--- src/rtl/dbg_test_pkg.sv ---
/*
  Constants shared by the debug and test front end.
  Assumes a single 50 MHz system clock and an APB register port.
*/
package dbg_test_pkg;
  localparam int CLK_HZ = 50_000_000;
  localparam int BAUD = 115_200;
  localparam int BAUD_DIV = CLK_HZ / BAUD;
  localparam int FIFO_BYTES = 18;
  localparam int SCAN_CHAINS = 6;
  localparam int ADDR_CMP_PAIRS = 4;
  localparam int DATA_CMPS = 2;
  localparam int MAP_INPUTS = 8;
  localparam int TRACE_COUNTERS = 2;
  localparam int SEQUENCERS = 1;
  // Register byte offsets
  localparam logic [11:0] OFS_CTRL = 12'h000;
  localparam logic [11:0] OFS_STATUS = 12'h004;
  localparam logic [11:0] OFS_TXDATA = 12'h008;
  localparam logic [11:0] OFS_RXDATA = 12'h00C;
  localparam logic [11:0] OFS_CHIPID = 12'h010;
  localparam logic [11:0] OFS_TRACE = 12'h014;
  localparam logic [11:0] OFS_SCAN = 12'h018;
  // Control fields
  localparam int CTRL_DEBUG_SERIAL_UNIT_EN = 0;
  localparam int CTRL_TRACE_EN = 1;
  localparam int CTRL_BOOT_DONE = 2;
  localparam logic [31:0] CTRL_RESET = 32'h0000_0000;
  // Arbitrary neutral identification value
  localparam logic [31:0] CHIP_ID_DEFAULT = 32'h0A5A_0001;
  typedef enum logic [1:0] {
    MODE_ICE = 2'b00,
    MODE_BSCAN = 2'b01
  } scan_mode_e;
  typedef enum logic [1:0] {
    PST_IDLE = 2'b00,
    PST_EXEC = 2'b01,
    PST_BRANCH = 2'b11,
    PST_FAIL = 2'b10
  } pst_e;
endpackage : dbg_test_pkg

--- src/rtl/dbg_test_port.sv ---
/*
  Debug and test front end: scan mode latch, debug serial unit
  registers over APB, half-rate trace port.
  Assumes one 50 MHz clock; test pins arrive asynchronously.
*/
// Implementation choices: the placing of the registers and register access over APB.
`timescale 1ns/100ps
module dbg_test_port #(
  parameter logic [31:0] CHIP_ID = dbg_test_pkg::CHIP_ID_DEFAULT,
  parameter int FIFO_DEPTH = dbg_test_pkg::FIFO_BYTES
) (
  input wire logic clk_sys_i,
  input wire logic reset_n_i,
  input wire logic test_strap_a_i,
  input wire logic test_strap_b_i,
  input wire logic scan_mode_select_i,
  input wire logic test_logic_reset_n_i,
  input wire logic debug_channel_tx_flag_i,
  input wire logic debug_channel_rx_flag_i,
  input wire logic app_valid_i,
  input wire logic [2:0] core_status_i,
  input wire logic core_packet_valid_i,
  input wire logic [7:0] core_packet_i,
  input wire logic dbg_serial_rx_i,
  output logic dbg_serial_tx_o,
  output logic ice_select_o,
  output logic bscan_select_o,
  output logic [5:0] scan_chain_en_o,
  output logic test_mode_fault_o,
  output logic debug_irq_o,
  output logic dma_rx_req_o,
  output logic dma_tx_req_o,
  output logic trace_clock_out_o,
  output logic trace_branch_sync_o,
  output logic [2:0] pipeline_status_o,
  output logic [15:0] trace_packet_lines_o,
  input wire logic psel,
  input wire logic penable,
  input wire logic pwrite,
  input wire logic [11:0] paddr,
  input wire logic [31:0] pwdata,
  output logic [31:0] prdata,
  output logic pready,
  output logic pslverr
);
  ////////////////////////////////////////////////////////////////////////
  // Pin synchronisers
  logic [6:0] pins_s;
  dbg_sync2 #(.WIDTH(7)) u_sync (
    .clk_sys_i(clk_sys_i),
    .reset_n_i(reset_n_i),
    .d_i({test_strap_a_i, test_strap_b_i, scan_mode_select_i,
          test_logic_reset_n_i, debug_channel_tx_flag_i,
          debug_channel_rx_flag_i, dbg_serial_rx_i}),
    .q_o(pins_s)
  );
  wire strap_a_s = pins_s[6];
  wire strap_b_s = pins_s[5];
  wire sel_s = pins_s[4];
  wire trst_n_s = pins_s[3];
  wire debug_channel_tx_flag_s = pins_s[2];
  wire debug_channel_rx_flag_s = pins_s[1];
  wire rx_s = pins_s[0];

  ////////////////////////////////////////////////////////////////////////
  // Scan mode latch
  dbg_test_pkg::scan_mode_e mode;
  // Select is taken one edge after the synced test reset rises
  logic trst_seen;
  always_ff @(posedge clk_sys_i)
  begin
    if (!reset_n_i)
      trst_seen <= 1'b0;
    else
      trst_seen <= trst_n_s;
  end
  wire both_reset = !reset_n_i || !trst_n_s || !trst_seen;
  always_ff @(posedge clk_sys_i)
  begin
    if (both_reset)
      mode <= sel_s ? dbg_test_pkg::MODE_BSCAN : dbg_test_pkg::MODE_ICE;
  end
  assign ice_select_o = (mode == dbg_test_pkg::MODE_ICE);
  assign bscan_select_o = (mode == dbg_test_pkg::MODE_BSCAN);
  // Emulation chains held off by their own test reset
  assign scan_chain_en_o = (ice_select_o && trst_n_s) ? 6'h3F : 6'h00;
  assign test_mode_fault_o = strap_a_s || strap_b_s;

  ////////////////////////////////////////////////////////////////////////
  // Registers
  logic [31:0] ctrl;
  logic [7:0] tx_hold;
  logic tx_pend;
  logic [7:0] rx_hold;
  logic rx_full;
  logic [1:0] comm_sticky;
  logic boot_en;
  wire wr = psel && penable && pwrite;
  wire rd = psel && penable && !pwrite;
  wire hit_ctrl = (paddr == dbg_test_pkg::OFS_CTRL);
  wire hit_stat = (paddr == dbg_test_pkg::OFS_STATUS);
  wire hit_tx = (paddr == dbg_test_pkg::OFS_TXDATA);
  wire hit_rx = (paddr == dbg_test_pkg::OFS_RXDATA);
  wire hit_id = (paddr == dbg_test_pkg::OFS_CHIPID);
  wire hit_tr = (paddr == dbg_test_pkg::OFS_TRACE);
  wire hit_sc = (paddr == dbg_test_pkg::OFS_SCAN);
  wire mapped = hit_ctrl | hit_stat | hit_tx | hit_rx | hit_id | hit_tr
                | hit_sc;
  wire debug_serial_unit_en = ctrl[dbg_test_pkg::CTRL_DEBUG_SERIAL_UNIT_EN] || boot_en;
  wire trace_en = ctrl[dbg_test_pkg::CTRL_TRACE_EN];
  logic tx_busy;
  logic rx_valid;
  logic [7:0] rx_data;
  wire tx_take = tx_pend && !tx_busy && debug_serial_unit_en;
  assign pready = 1'b1;
  assign pslverr = psel && penable && (!mapped || (wr && (hit_id || hit_stat
                   || hit_rx || hit_tr || hit_sc)));
  always_ff @(posedge clk_sys_i)
  begin
    if (!reset_n_i)
    begin
      ctrl <= dbg_test_pkg::CTRL_RESET;
      boot_en <= 1'b0;
    end
    else
    begin
      if (wr && hit_ctrl)
        ctrl <= pwdata;
      boot_en <= !app_valid_i && !ctrl[dbg_test_pkg::CTRL_BOOT_DONE];
    end
  end
  always_ff @(posedge clk_sys_i)
  begin
    if (!reset_n_i)
    begin
      tx_hold <= 8'h00;
      tx_pend <= 1'b0;
      rx_hold <= 8'h00;
      rx_full <= 1'b0;
      comm_sticky <= 2'b00;
    end
    else
    begin
      if (wr && hit_tx && !tx_pend)
      begin
        tx_hold <= pwdata[7:0];
        tx_pend <= 1'b1;
      end
      else if (tx_take)
        tx_pend <= 1'b0;
      if (rx_valid)
      begin
        rx_hold <= rx_data;
        rx_full <= 1'b1;
      end
      else if (rd && hit_rx)
        rx_full <= 1'b0;
      // Event wins over read-clear
      comm_sticky <= {debug_channel_tx_flag_s, debug_channel_rx_flag_s}
                     | ((rd && hit_stat) ? 2'b00 : comm_sticky);
    end
  end
  assign debug_irq_o = |comm_sticky;
  assign dma_rx_req_o = rx_full && debug_serial_unit_en;
  assign dma_tx_req_o = !tx_pend && debug_serial_unit_en;
  wire [31:0] stat_word = {24'h000000, boot_en, trst_n_s, bscan_select_o,
                           comm_sticky, tx_pend, tx_busy, rx_full};
  wire [31:0] trace_word = {8'(FIFO_DEPTH), 4'(dbg_test_pkg::TRACE_COUNTERS),
                            4'(dbg_test_pkg::MAP_INPUTS),
                            4'(dbg_test_pkg::DATA_CMPS),
                            4'(dbg_test_pkg::ADDR_CMP_PAIRS),
                            4'(dbg_test_pkg::SEQUENCERS), 4'h0};
  wire [31:0] rdata_mux =
    hit_ctrl ? ctrl :
    hit_stat ? stat_word :
    hit_rx ? {24'h000000, rx_hold} :
    hit_id ? CHIP_ID :
    hit_tr ? trace_word :
    hit_sc ? {26'h0, scan_chain_en_o} : 32'h00000000;
  assign prdata = (psel && !pwrite) ? rdata_mux : 32'h00000000;

  dbg_uart u_uart (
    .clk_sys_i(clk_sys_i),
    .reset_n_i(reset_n_i),
    .enable_i(debug_serial_unit_en),
    .rx_i(rx_s),
    .tx_o(dbg_serial_tx_o),
    .tx_valid_i(tx_take),
    .tx_data_i(tx_hold),
    .tx_busy_o(tx_busy),
    .rx_valid_o(rx_valid),
    .rx_data_o(rx_data)
  );

  ////////////////////////////////////////////////////////////////////////
  // Half-rate trace port
  logic div;
  logic [7:0] pkt_lo;
  logic pkt_lo_v;
  always_ff @(posedge clk_sys_i)
  begin
    if (!reset_n_i || !trace_en)
    begin
      div <= 1'b0;
      trace_clock_out_o <= 1'b0;
      pipeline_status_o <= 3'h0;
      trace_packet_lines_o <= 16'h0000;
      trace_branch_sync_o <= 1'b0;
      pkt_lo <= 8'h00;
      pkt_lo_v <= 1'b0;
    end
    else
    begin
      div <= !div;
      if (!div)
        trace_clock_out_o <= !trace_clock_out_o;
      if (core_packet_valid_i && !div)
      begin
        pkt_lo <= core_packet_i;
        pkt_lo_v <= 1'b1;
      end
      if (div)
      begin
        // Outputs change midway between trace clock edges
        pipeline_status_o <= core_status_i;
        trace_branch_sync_o <= (core_status_i[1:0] == 2'(dbg_test_pkg::PST_BRANCH));
        if (core_status_i[1:0] == 2'(dbg_test_pkg::PST_FAIL))
          trace_packet_lines_o <= 16'h0000;
        else
          trace_packet_lines_o <= {core_packet_valid_i ? core_packet_i
                                   : 8'h00, pkt_lo_v ? pkt_lo : 8'h00};
        pkt_lo_v <= 1'b0;
      end
    end
  end

  ////////////////////////////////////////////////////////////////////////
  // Checks
  a_half_rate_clk: assert property (@(posedge clk_sys_i)
    disable iff (!reset_n_i || !trace_en)
    $changed(trace_clock_out_o) |=> $stable(trace_clock_out_o) or !trace_en)
    else $error("trace clock faster than half rate");
  a_status_edge: assert property (@(posedge clk_sys_i)
    disable iff (!reset_n_i || !trace_en)
    $changed(pipeline_status_o) |-> $stable(trace_clock_out_o))
    else $error("status changed on trace clock edge");
  a_fail_no_pkt: assert property (@(posedge clk_sys_i)
    disable iff (!reset_n_i)
    (trace_en && div && core_status_i[1:0] == 2'b10) |=>
    trace_packet_lines_o == 16'h0000)
    else $error("packet on failed condition");
  a_sync_branch: assert property (@(posedge clk_sys_i)
    disable iff (!reset_n_i)
    trace_branch_sync_o |-> pipeline_status_o[1:0] == 2'b11)
    else $error("sync without branch status");
  a_mode_hold: assert property (@(posedge clk_sys_i)
    disable iff (!reset_n_i)
    (!both_reset && $past(!both_reset)) |-> $stable(mode))
    else $error("mode changed outside reset");
  a_ice_route: assert property (@(posedge clk_sys_i)
    disable iff (!reset_n_i)
    ice_select_o |-> !bscan_select_o)
    else $error("both scan routes selected");
  a_chipid_ro: assert property (@(posedge clk_sys_i)
    disable iff (!reset_n_i)
    (rd && hit_id) |-> prdata == CHIP_ID)
    else $error("chip id read wrong");
  a_irq_sticky: assert property (@(posedge clk_sys_i)
    disable iff (!reset_n_i)
    debug_channel_rx_flag_s |=> debug_irq_o)
    else $error("debug channel event lost");
  a_pkt_between: assert property (@(posedge clk_sys_i)
    disable iff (!reset_n_i || !trace_en)
    $changed(trace_packet_lines_o) |-> $stable(trace_clock_out_o))
    else $error("packet changed on trace clock edge");
  a_chain_gate: assert property (@(posedge clk_sys_i)
    disable iff (!reset_n_i)
    !trst_n_s |-> scan_chain_en_o == 6'h00)
    else $error("scan chains live during test reset");
  a_boot_unit: assert property (@(posedge clk_sys_i)
    disable iff (!reset_n_i)
    (!app_valid_i && !ctrl[dbg_test_pkg::CTRL_BOOT_DONE]) |=> debug_serial_unit_en)
    else $error("serial unit off without application");
endmodule : dbg_test_port

--- src/rtl/dbg_sync2.sv ---
/*
  Two-flop synchroniser for signals from outside the clock domain.
  Assumes reset_n_i is synchronous to clk_sys_i.
*/
`timescale 1ns/100ps
module dbg_sync2 #(
  parameter int WIDTH = 1
) (
  input wire logic clk_sys_i,
  input wire logic reset_n_i,
  input wire logic [WIDTH-1:0] d_i,
  output logic [WIDTH-1:0] q_o
);
  logic [WIDTH-1:0] meta;
  always_ff @(posedge clk_sys_i)
  begin
    if (!reset_n_i)
    begin
      meta <= '0;
      q_o <= '0;
    end
    else
    begin
      meta <= d_i;
      q_o <= meta;
    end
  end
endmodule : dbg_sync2

--- src/rtl/dbg_uart.sv ---
/*
  Two-wire debug serial unit: 8N1 transmitter and receiver.
  Assumes rx_i already synchronised; baud tick is a one-cycle enable.
*/
`timescale 1ns/100ps
module dbg_uart #(
  parameter int DIV = dbg_test_pkg::BAUD_DIV
) (
  input wire logic clk_sys_i,
  input wire logic reset_n_i,
  input wire logic enable_i,
  input wire logic rx_i,
  output logic tx_o,
  input wire logic tx_valid_i,
  input wire logic [7:0] tx_data_i,
  output logic tx_busy_o,
  output logic rx_valid_o,
  output logic [7:0] rx_data_o
);
  logic [15:0] tcnt;
  logic [15:0] rcnt;
  logic [3:0] tbit;
  logic [3:0] rbit;
  logic [9:0] tsh;
  logic [7:0] rsh;
  logic rbusy;
  wire tick_t = (tcnt == 16'(DIV - 1));
  wire tick_r = (rcnt == 16'(DIV - 1));
  wire rx_start = enable_i && !rbusy && !rx_i;
  assign tx_busy_o = (tbit != 4'h0);
  always_ff @(posedge clk_sys_i)
  begin
    if (!reset_n_i)
    begin
      tcnt <= 16'h0000;
      tbit <= 4'h0;
      tsh <= 10'h3FF;
      tx_o <= 1'b1;
    end
    else if (!tx_busy_o)
    begin
      tx_o <= 1'b1;
      tcnt <= 16'h0000;
      if (tx_valid_i && enable_i)
      begin
        tsh <= {1'b1, tx_data_i, 1'b0};
        tbit <= 4'hA;
      end
    end
    else
    begin
      tx_o <= tsh[0];
      tcnt <= tick_t ? 16'h0000 : tcnt + 16'h0001;
      if (tick_t)
      begin
        tsh <= {1'b1, tsh[9:1]};
        tbit <= tbit - 4'h1;
      end
    end
  end
  always_ff @(posedge clk_sys_i)
  begin
    if (!reset_n_i)
    begin
      rcnt <= 16'h0000;
      rbit <= 4'h0;
      rsh <= 8'h00;
      rbusy <= 1'b0;
      rx_valid_o <= 1'b0;
      rx_data_o <= 8'h00;
    end
    else
    begin
      rx_valid_o <= 1'b0;
      if (rx_start)
      begin
        rbusy <= 1'b1;
        rcnt <= 16'(DIV / 2);
        rbit <= 4'h0;
      end
      else if (rbusy)
      begin
        rcnt <= tick_r ? 16'h0000 : rcnt + 16'h0001;
        if (tick_r)
        begin
          rbit <= rbit + 4'h1;
          if (rbit >= 4'h1 && rbit <= 4'h8)
            rsh <= {rx_i, rsh[7:1]};
          if (rbit == 4'h9)
          begin
            rbusy <= 1'b0;
            rx_valid_o <= rx_i;
            rx_data_o <= rsh;
          end
        end
      end
    end
  end
endmodule : dbg_uart

--- config.mk ---
export PLATFORM = sky130hd
export DESIGN_NAME = dbg_test_port
export DESIGN_NICKNAME = d
export VERILOG_FILES = /design/src/rtl/dbg_test_pkg.sv /design/src/rtl/dbg_test_port.sv /design/src/rtl/dbg_sync2.sv /design/src/rtl/dbg_uart.sv
export SDC_FILE = /design/constraint.sdc
export NUM_CORES = 1
export LEC_CHECK = 0
export BUFFER_PORTS_ARGS = -buffer_cell sky130_fd_sc_hd__buf_4
export CELL_PAD_IN_SITES_DETAIL_PLACEMENT = 0
export CELL_PAD_IN_SITES_GLOBAL_PLACEMENT = 2
export CORE_MARGIN = 2
export CORE_UTILIZATION = 32
export DETAILED_ROUTE_END_ITERATION = 7
export GPL_ROUTABILITY_DRIVEN = 0
export GPL_TIMING_DRIVEN = 0
export PLACE_DENSITY = 0.83
export SLEW_MARGIN = 20
export SYNTH_ARGS = -nofsm -noshare
export SYNTH_HDL_FRONTEND = slang
export SYNTH_HIERARCHICAL = 1
export SYNTH_SLANG_ARGS = --single-unit
--- constraint.sdc ---
create_clock -name clk_sys_i -period 2.5 [get_ports clk_sys_i]
set_input_delay 0.375 -clock clk_sys_i [delete_from_list [all_inputs] [get_ports clk_sys_i]]
set_output_delay 0.375 -clock clk_sys_i [all_outputs]
set_load 0.01 [all_outputs]
==> metrics.md, run 1 <==
| Metric | Value |
|---|---|
| Status | complete, no violations |
| Worst skew pair latency | around 0.42 ns |
| Std-Cell Rows | 55 |
| Main flop type after synthesis | dfxtp_1 |
| Longest Clk Path Bufs | 2 |
| Total grt overflow | 0 |
| Mapped cell area | 7445 um2 |
| Seq/Total Area, Yosys | 0.4531 |
| Final WS setup | a little under 0.1 ns |
| Leakage power figure | 0.003775 uW |
| Vias in the first global route | 6000 |
| Antenna violations before repair | 0 |
| CTS sink count | 168 |
| CTS tree | built |
| Final core occ | 0.4197 |
| Worst Path Required | 2.12 ns |
| WL final | 20030 um |
| CTS root buf | clkbuf_16 |
| Dpl hpwl | 14620 um |
| Maximum VDD drop | between 0.0003 and 0.0004 V |
| Fin crit share | 0.9613 |
| Htree depth | 4 |
| Inst Count DP | between 1000 and 1500 |
| Netlist cell types | 62 |
| Async set or reset register ratio after synthesis | 0 |
| Slew @ Worst Pin | ~0.8 ns |
| Max-slew violations | 0 |
| Post-place setup slack | -0.3313 ns |
| Hold crit path type | input port to register |
| Mean post-synth cell area | between 9 and 10 um2 |
| Final hold vios | 0 |
| Horiz. Die Dim | approximately 160 um |
| Global-route wire length before repair | 32150 um |
| M3 GR Usage | 0.03157 |
| Post-Route Skew | about 0.010 ns |
| F_max | about 420 MHz |
| Via count | about 6300 |
| Share of layout cells above drive strength 1 | 0.2412 |
| Routed vias/inst | ~5 |
| Initial Utilization | 0.3278 |
| Clk pin slew, worst setup/hold paths | 0.07 ns |
| Max-cap violations | 0 |
| Ys Warns | 6 |
| Post-DR wirelength/cell | between 15 and 20 um |
| Largest net degree at the start of global routing | 17 |
| Fin crit period | ~2.4 ns |
| Busiest grt layer | met2 |
| Die area | roughly 25000 um2 |
| Startpoint types | register |
| Worst-path fanout max | 3 |
| Crit end category | primary output |
| Total power | about 5800 uW |
| Crit path kind | register to primary output |
| Mapped Cells | 817 |
| Die H | ~160 um |
| Inserted Diodes | 0 |
| Syn Nets | ~900 |
| Total GRT Usage | 0.1655 |
| RSZ-0062 raised after global routing | no |
| Met1 usage | 0.2306 |
| Post-synth EDFFs | 1 |
| Final std cells w/o fill | between 1000 and 1500 |
| Port bufs | between 100 and 150 |
| CTS buffer count | 17 |
| Drt first pass iters | 5 |
| Area Growth Syn to Fin | 28.03% |
| Core Box Area | ~23000 um2 |
| CP arrival | around 2 ns |
| Post-route ant nets | 0 |
| Met2 Use GR | 0.2612 |
| Max-slew headroom | 0.4621 |
| #FFs+latches synth | about 170 |
| Post-CTS Hold Fix Bufs | 0 |
| DRC | 0 |
| IO Count | around 140 |
| Initial drt markers | 368 |
| Finish-stage setup viols | 0 |
| Final nets | around 1100 |
| Power density cells | slightly above 600 nW/um2 |
per-stage QoR:
step | setup TNS [ns] | hold WS, ns | area, um2
after detailed placement | -5.768 | 0.4262 | 8807
final | 0 | 0.1070 | 9532
after global routing | 0 | 0.1010 | 9532
after floorplan | 0 | 0.3855 | 7445
after CTS | 0 | 0.09131 | 9462
after global placement | -6.705 | 0.4204 | 8807
report_power, final:
group          total [uW]  internal, uW  leakage (uW)  switching, uW
Combinational         333           157       0.00212            176
Clock                2720          1560      0.000289           1170
Sequential           2720          2700       0.00136           21.4
Total                5780          4420       0.00377           1370
worst paths after layout:
kind | start | endpoint | slack [ns] | cells after the start
min reg2reg | u_sync/q_o[4]$_SDFF_PN0_ | mode[0]$_DFFE_PP_ | 0.44 | 0
max | mode[0]$_DFFE_PP_ | prdata[4] | 0.1 | 5
min | app_valid_i | boot_en$_SDFF_PN0_ | 0.11 | 2
max reg2reg | u_uart/tcnt[0]$_SDFF_PP0_ | u_uart/tcnt[12]$_SDFF_PP0_ | 0.18 | 6
worst max-delay path, stage by stage, from the launching register on:
cell	delay (ns)
edfxtp_1	0.44
or4bb_1	0.51
a21boi_0	0.18
o21ai_0	0.16
a21oi_1	0.17
buf_4	0.15
layout make-up:
type | instances | area, um2
flip-flops and latches | 168 | 3376
repair buffers | 142 | 1066
fillers | 2346 | 13180
multi-input cells | 586 | 3811
clock inverters | 14 | 157.7
well taps | 285 | 356.6
clock buffers | 18 | 450.4
plain buffers | 47 | 254.0
inverters | 16 | 60.06
state kept, by name, summed over array words and instances, names as in the netlist, 3 cells and up:
| register | cells |
|---|---|
| u_uart/tsh | 9 |
| u_uart/rx_data_o | 8 |
| u_uart/tbit | 4 |
| u_uart/tcnt | 16 |
| pkt_lo | 8 |
| u_uart/rcnt | 16 |
| u_sync/q_o | 7 |
| pipeline_status_o | 3 |
| ctrl | 32 |
| u_sync/meta | 7 |
| u_uart/rbit | 4 |
| u_uart/rsh | 8 |
| rx_hold | 8 |
| tx_hold | 8 |
| trace_packet_lines_o | 16 |
layer usage:
| layer | vias to the layer above | part of all wire |
|---|---|---|
| met2 | 116 | 0.45 |
| met5 | - | 0 |
| met4 | 0 | 0.014 |
| li1 | 3170 | - |
| met3 | 23 | 0.030 |
| met1 | 2956 | 0.51 |
synthesized netlist by cell type, drive strengths merged, types with 2 or more instances:
library cell	number	area (um2)
a21oi	20	103.9
a22o	16	140.1
a22oi	2	15.01
a31oi	2	12.51
and2	17	118.9
and3	20	125.1
and4	7	61.31
buf	16	126.4
clkbuf	31	116.4
dfxtp	167	3343
ha	10	125.1
inv	16	60.06
mux2	12	135.1
mux2i	77	770.7
nand2	135	506.7
nand2b	13	81.33
nand3	37	185.2
nand3b	2	15.01
nand4	10	62.56
nor2	66	247.7
nor2b	16	100.1
nor3	8	56.31
nor3b	5	37.54
nor4	13	132.6
o211ai	5	37.54
o21a	6	45.04
o21ai	20	100.1
o31a	2	17.52
o31ai	3	22.52
or2	4	25.02
or3	8	50.05
or3b	2	17.52
or4	9	75.07
or4b	3	30.03
xnor2	9	78.83
xor2	13	113.9
logic make-up after synthesis:
logic type | Yosys count | synth area share
buffers and inverters | 63 | 0.04067
adders and majority gates | 10 | 0.01681
and+or+nand+nor | 379 | 0.2642
xor gates and xnor gates | 22 | 0.02588
AOI/OAI and AO/OA | 85 | 0.07714
muxes | 89 | 0.1217
DFF | 168 | 0.4531
other | 1 | 0.0005037
cells in the final DEF, fill, tap and decap left out, types with 12 or more instances in the layout:
| master | instances |
|---|---|
| dfxtp_1 | 165 |
| buf_4 | 149 |
| nand2_1 | 135 |
| mux2i_1 | 77 |
| nor2_1 | 66 |
| nand3_1 | 37 |
| clkbuf_1 | 30 |
| and3_1 | 20 |
| o21ai_0 | 20 |
| a21oi_1 | 19 |
| clkbuf_16 | 18 |
| a22o_1 | 16 |
| nor2b_1 | 15 |
| nand2b_1 | 13 |
| inv_1 | 13 |
| xor2_1 | 13 |
| mux2_2 | 12 |
timing repair:
action	CTS	global route
setup endpoints to repair	25	24
buffers inserted	3	5
resized for setup	10	7
pin swaps	1	2
No activity file was read; power rests on OpenSTA's default activity.
==> run 2: changes to the inputs <==
- CTS_BUF_LIST: default -> sky130_fd_sc_hd__clkbuf_8
==> run 2 against run 1 <==
  * Sequential cell count did not move
  * Clock power fell by 23%
  * Clock skew rose by 0.0037 ns
  * Critical path depth rose by 3
  * Utilization fell by 0.74 points
  * Power fell by 11%
  * Sequential power barely moved
  * Largest power group unchanged
==> metrics.md, run 2 (synthesized netlist as in run 1, its figures left out) <==
| Metric | Value |
|---|---|
| Status | complete, no violations |
| CTS buffer count | 17 (unchanged) |
| WL final | 19960 um (-0.32%) |
| Share of layout cells above drive strength 1 | 0.2419 (+0.0007649) |
| Total grt overflow | 0 (unchanged) |
| Fin crit period | 2.441 ns (+0.03727 ns) |
| Most common cell after layout, fill and taps aside | dfxtp_1 |
| Max-cap violations | 0 (unchanged) |
| Reg2reg start | u_uart/tcnt[0]$_SDFF_PP0_ |
| Flop2flop setup slack | 0.17 ns (about the same) |
| Initial drt markers | 376 (+2.2%) |
| Startpoint types | input port |
| Final std cells w/o fill | 1277 (+0.078%) |
| Post-CTS Hold Fix Bufs | 0 (unchanged) |
| Global-route wire length before repair | 32100 um (-0.15%) |
| RSZ-0062 raised after global routing | yes |
| Vias in the first global route | 6005 (+0.083%) |
| Slew @ Worst Pin | 0.8263 ns (+0.02678 ns) |
| Max-slew violations | 0 (unchanged) |
| Crit path kind | input port to primary output |
| Worst-path fanout max | 10 (+7) |
| Drt first pass iters | 6 (+1) |
| CTS sink count | 168 (unchanged) |
| Final WS setup | 0.05937 ns (-0.03727 ns) |
| Most frequent cells in the layout | dfxtp_1 (165), buf_4 (149), nand2_1 (135), mux2i_1 (77), nor2_1 (66) |
| DRC | 0 (unchanged) |
| Inst Count DP | 1236 (unchanged) |
| Die area | 24500 um2 (unchanged) |
| CTS root buf | clkbuf_8 |
| # fillers | 2365 (+0.81%) |
| Crit end category | primary output |
| Most flops, register | ctrl |
| Hold crit path type | input port to register |
| Hold Path Stages | 2 (unchanged) |
| Worst skew pair latency | 0.45 ns (+0.03 ns) |
| IO Count | 137 (unchanged) |
| Total GRT Usage | 0.1652 (-0.0002943) |
| Final Cell Area | 9363 um2 (-1.8%) |
| Std-Cell Rows | 55 (unchanged) |
| Clk pin slew, worst setup/hold paths | 0.10 ns (+0.03 ns) |
| CTS tree | built |
| Leakage power figure | 0.003695 uW (-2.1%) |
| Power density cells | 549.8 nW/um2 (-9.4%) |
| F_max | 409.7 MHz (-1.5%) |
| Antenna violations before repair | 0 (unchanged) |
| CP arrival | 2.07 ns (+0.04 ns) |
| Inserted Diodes | 0 (unchanged) |
| Final setup TNS | 0 ns (unchanged) |
| Max-slew headroom | 0.4441 (-0.01802) |
| Via count | 6216 (-0.78%) |
| Total power | 5148 uW (-11%) |
| Placement Cell Area | 8807 um2 (unchanged) |
| Post-place setup slack | -0.3313 ns (unchanged) |
| Area of the multi-input gates | 3809 um2 (about the same) |
| Post-route ant nets | 0 (unchanged) |
| Register Area | 3376 um2 (unchanged) |
| Initial Utilization | 0.3278 (unchanged) |
| Largest net degree at the start of global routing | 17 (unchanged) |
| Maximum VDD drop | 0.0002893 V (-27%) |
| Worst Path Required | 2.12 ns (about the same) |
| Post-Route Skew | 0.01375 ns (+0.003669 ns) |
| Core Box Area | 22710 um2 (unchanged) |
| Hold Path Sink | boot_en$_SDFF_PN0_ |
| Final hold vios | 0 (unchanged) |
| Final nets | 1058 (+0.095%) |
| Routed vias/inst | 4.868 (-0.86%) |
| R2R cell count | 6 (unchanged) |
| Post-DR wirelength/cell | 15.63 um (-0.40%) |
| Die H | 156.5 um (unchanged) |
| Htree depth | 4 (unchanged) |
| Horiz. Die Dim | 156.5 um (unchanged) |
| HP Start | app_valid_i |
| Area Growth Syn to Fin | 25.76% |
| Longest Clk Path Bufs | 2 (unchanged) |
| Fin crit share | 0.9763 (+0.01491) |
| Largest register FFs | 32 (unchanged) |
| Port bufs | 134 (unchanged) |
| Finish-stage setup viols | 0 (unchanged) |
| Dpl hpwl | 14620 um (unchanged) |
| Reg-to-Reg End | u_uart/tcnt[12]$_SDFF_PP0_ |
-- run 2: power breakdown --
part / switching (uW) / internal [uW] / leakage, uW / total [uW]
Combinational: 175 / 156 / 0.00213 / 332
Sequential: 21.3 / 2700 / 0.00136 / 2720
Clock: 1080 / 1010 / 0.000203 / 2090
-- run 2: how the worst max path moves through the flow --
stage	start	endpoint	cells past startpoint
after floorplan	u_uart/tbit[0]$_SDFFE_PN0P_	u_uart/tsh[1]$_SDFFE_PN1P_	9
after detailed placement	u_uart/tbit[0]$_SDFFE_PN0P_	u_uart/tsh[4]$_SDFFE_PN1P_	9
after global placement	u_uart/tbit[0]$_SDFFE_PN0P_	u_uart/tsh[4]$_SDFFE_PN1P_	9
final	paddr[5]	prdata[0]	8
after global routing	u_uart/tcnt[0]$_SDFF_PP0_	u_uart/tsh[7]$_SDFFE_PN1P_	5
after CTS	u_uart/tbit[0]$_SDFFE_PN0P_	prdata[1]	9
-- run 2: area by class of cell --
cell class / count / area share
sequential: 168 / 0.3606
clock buffer: 17 / 0.02499
multi-input combinational: 586 / 0.4068
inverter: 16 / 0.006415
timing repair buffer: 143 / 0.1160
tap: 285 / 0.03809
buffer: 47 / 0.02713
clock inverter: 15 / 0.02005
-- run 2: layer usage --
layer,share of wire,up-vias,GRT usage
met4,0.013,0,0.04631
li1,-,3166,-
met5,0,-,0
met3,0.035,15,0.03074
met2,0.45,108,0.2595
met1,0.50,2927,0.2316
-- run 2: what timing repair did --
item | 4_1_cts | 5_1_grt
gates resized for setup | 7 | 12
pin swaps | 1 | 3
setup endpoints to repair | 28 | 29
buffers inserted | 4 | 5
-- run 2: worst max-delay path, stage by stage --
cell and delay (ns):
buf_4 0.11, or3_1 0.53, nor4_4 0.33, buf_4 0.19
buf_6 0.13, nand2_1 0.08, a21oi_1 0.16, buf_4 0.15
-- run 2: per-stage QoR --
stage / utilization / hold WS [ns]
floorplan: - / 0.3855
global placement: 0.3878 / 0.4204
detailed placement: 0.3878 / 0.4262
CTS: 0.4088 / 0.04062
global route: 0.4123 / 0.04966
finish: 0.4123 / 0.06974
==> run 3: changes to the inputs <==
- CORE_UTILIZATION: 32 -> 25
- PLACE_DENSITY: 0.83 -> 0.69
==> run 3 against run 2 <==
  * Maximum frequency grew 1.5%
  * Cell count grew 8.5%
  * Setup slack improved by 0.035 ns
  * First-iteration DRC count shrank 18%
  * Sequential share of layout area fell by 0.60 points
  * Via count is 0.69% higher
  * Clock-buffer cell count did not move
  * Sequential power about the same
  * Critical path depth down 2
  * Non-clock buffer count up 4
  * Clock skew increased by 0.0039 ns
  * Utilization shrank 8.9 points
  * Critical endpoint is now prdata[10]
==> metrics.md, run 3 (synthesized netlist as in run 1, its figures left out) <==
| Metric | Value |
|---|---|
| Status | complete, no violations |
| Core Box Area | 29480 um2 (+30%) |
| Most flops, register | ctrl |
| CP arrival | 2.03 ns (-0.04 ns) |
| Worst Path Required | 2.12 ns (about the same) |
| Max-cap violations | 0 (unchanged) |
| Total power | 5017 uW (-2.5%) |
| Final core occ | 0.3228 (-0.08948) |
| CP delay by family, top | simple AND/OR/NAND/NOR gates |
| Crit end category | primary output |
| Crit-path cells | buf_4, or4_4, nor3_4, and4_2, o21a_1, buf_4 |
| Worst-path fanout max | 5 (-5) |
| Max-slew headroom | 0.4156 (-0.02850) |
| Power density cells | 527.2 nW/um2 (-4.1%) |
| Post-route ant nets | 0 (unchanged) |
| Global-route wire length before repair | 34010 um (+6.0%) |
| Fin crit period | 2.405 ns (-0.03543 ns) |
| Maximum VDD drop | 0.0003829 V (+32%) |
| Slew @ Worst Pin | 0.8686 ns (+0.04236 ns) |
| Area Growth Syn to Fin | 27.83% |
| Share of layout cells above drive strength 1 | 0.2470 (+0.005052) |
| Via count | 6259 (+0.69%) |
| Critical-path top delay cell | or4_4 |
| Crit path kind | input port to primary output |
| Hold Path Stages | 2 (unchanged) |
| Hold crit path type | input port to register |
| Antenna violations before repair | 0 (unchanged) |
| Fin crit share | 0.9621 (-0.01417) |
| Startpoint types | input port |
| Largest register FFs | 32 (unchanged) |
| CTS sink count | 168 (unchanged) |
| R2R cell count | 5 (-1) |
| Initial Utilization | 0.2525 (-0.07530) |
| Leakage power figure | 0.003709 uW (+0.36%) |
| Worst skew pair latency | 0.46 ns (about the same) |
| Post-Route Skew | 0.01770 ns (+0.003948 ns) |
| CP peak stage delay | 0.60 ns (+0.07 ns) |
| DRC | 0 (unchanged) |
| CP Depth | 6 (-2) |
| Final Cell Area | 9517 um2 (+1.6%) |
| Largest net degree at the start of global routing | 19 (+2) |
| Placement Cell Area | 8944 um2 (+1.5%) |
| Clk pin slew, worst setup/hold paths | 0.10 ns (about the same) |
| # fillers | 3215 (+36%) |
| F_max | 415.8 MHz (+1.5%) |
| Most frequent cells in the layout | dfxtp_1 (166), buf_4 (153), nand2_1 (134), mux2i_1 (77), nor2_1 (66) |
| Drt first pass iters | 4 (-2) |
| Horiz. Die Dim | 176.6 um (+13%) |
| Longest Clk Path Bufs | 2 (unchanged) |
| Max-slew violations | 0 (unchanged) |
| Port bufs | 134 (unchanged) |
| Finish-stage setup viols | 0 (unchanged) |
| Final nets | 1062 (+0.38%) |
| Final hold vios | 0 (unchanged) |
| Post-CTS Hold Fix Bufs | 0 (unchanged) |
| Std-Cell Rows | 63 (+15%) |
| IO Count | 137 (unchanged) |
| Initial drt markers | 310 (-18%) |
| CTS buffer count | 17 (unchanged) |
| Die H | 176.6 um (+13%) |
| Dpl hpwl | 15520 um (+6.1%) |
| Die area | 31180 um2 (+27%) |
| Total grt overflow | 0 (unchanged) |
| Total GRT Usage | 0.1387 (-0.02647) |
| Bufs and invs on worst path | 2 (-2) |
| RSZ-0062 raised after global routing | yes |
| Post-DR wirelength/cell | 15.40 um (-1.5%) |
| Routed vias/inst | 4.516 (-7.2%) |
| WL final | 21340 um (+6.9%) |
| Vias in the first global route | 6069 (+1.1%) |
| CTS tree | built |
| CP most frequent cell | buf_4 |
| Inserted Diodes | 0 (unchanged) |
| Htree depth | 4 (unchanged) |
| Most common cell after layout, fill and taps aside | dfxtp_1 |
| CTS root buf | clkbuf_8 |
[run 3: cell count changes in the layout (fill, tap and decap cells not counted), moves of 2 or more]
cell,before,now
buf_4,149,153
bufinv_16,3,0
clkinv_8,0,3
clkinvlp_4,4,1
clkinv_4,0,2
inv_8,2,4
[run 3: repair_timing]
action,CTS,global route
endpoints found under the setup margin,28,39
buffers inserted,2,11
pin swaps,1,4
resized for setup,8,16
[run 3: stage by stage]
stage / TNS [ns] / hold slack [ns] / setup slack [ns] / std cells
after global placement: -10.22 / 0.4258 / -0.5135 / 1341
after CTS: 0 / 0.03346 / 0.005291 / 1375
after floorplan: 0 / 0.3855 / 0.2388 / 817
final: 0 / 0.06703 / 0.09480 / 1386
after global routing: -0.0002509 / 0.04030 / -0.0002509 / 1386
after detailed placement: -8.408 / 0.4212 / -0.4359 / 1341
[run 3: worst paths after layout]
| kind | from | endpoint | slack [ns] |
|---|---|---|---|
| setup reg to reg | u_uart/rcnt[0]$_SDFFE_PN0P_ | u_uart/rcnt[7]$_SDFFE_PN0P_ | 0.20 |
| hold / removal | app_valid_i | boot_en$_SDFF_PN0_ | 0.07 |
| hold reg to reg | u_sync/meta[1]$_SDFF_PN0_ | u_sync/q_o[1]$_SDFF_PN0_ | 0.45 |
| setup / recovery | paddr[9] | prdata[10] | 0.09 |
[run 3: report_power, final]
| group | switching (uW) | internal (uW) | total (uW) |
|---|---|---|---|
| Combinational | 182 | 157 | 340 |
| Clock | 1200 | 748 | 1950 |
| Sequential | 22.5 | 2700 | 2730 |
[run 3: layout make-up]
cell class              instances  area [um2]  area share
flip-flops and latches        168        3374      0.3546
clock inverters                15       155.1     0.01630
inverters                      16       60.06    0.006311
repair buffers                147        1116      0.1173
well taps                     390       488.0     0.05128
plain buffers                  47       254.0     0.02669
clock buffers                  17       234.0     0.02459
multi-input cells             586        3835      0.4030
[run 3: metal layers]
metal / vias up / share of wire / global-route usage
li1: 3165 / - / -
met2: 71 / 0.47 / 0.2230
met4: 0 / 0.015 / 0.03822
met3: 17 / 0.023 / 0.02390
met5: - / 0 / 0
met1: 3006 / 0.49 / 0.1910
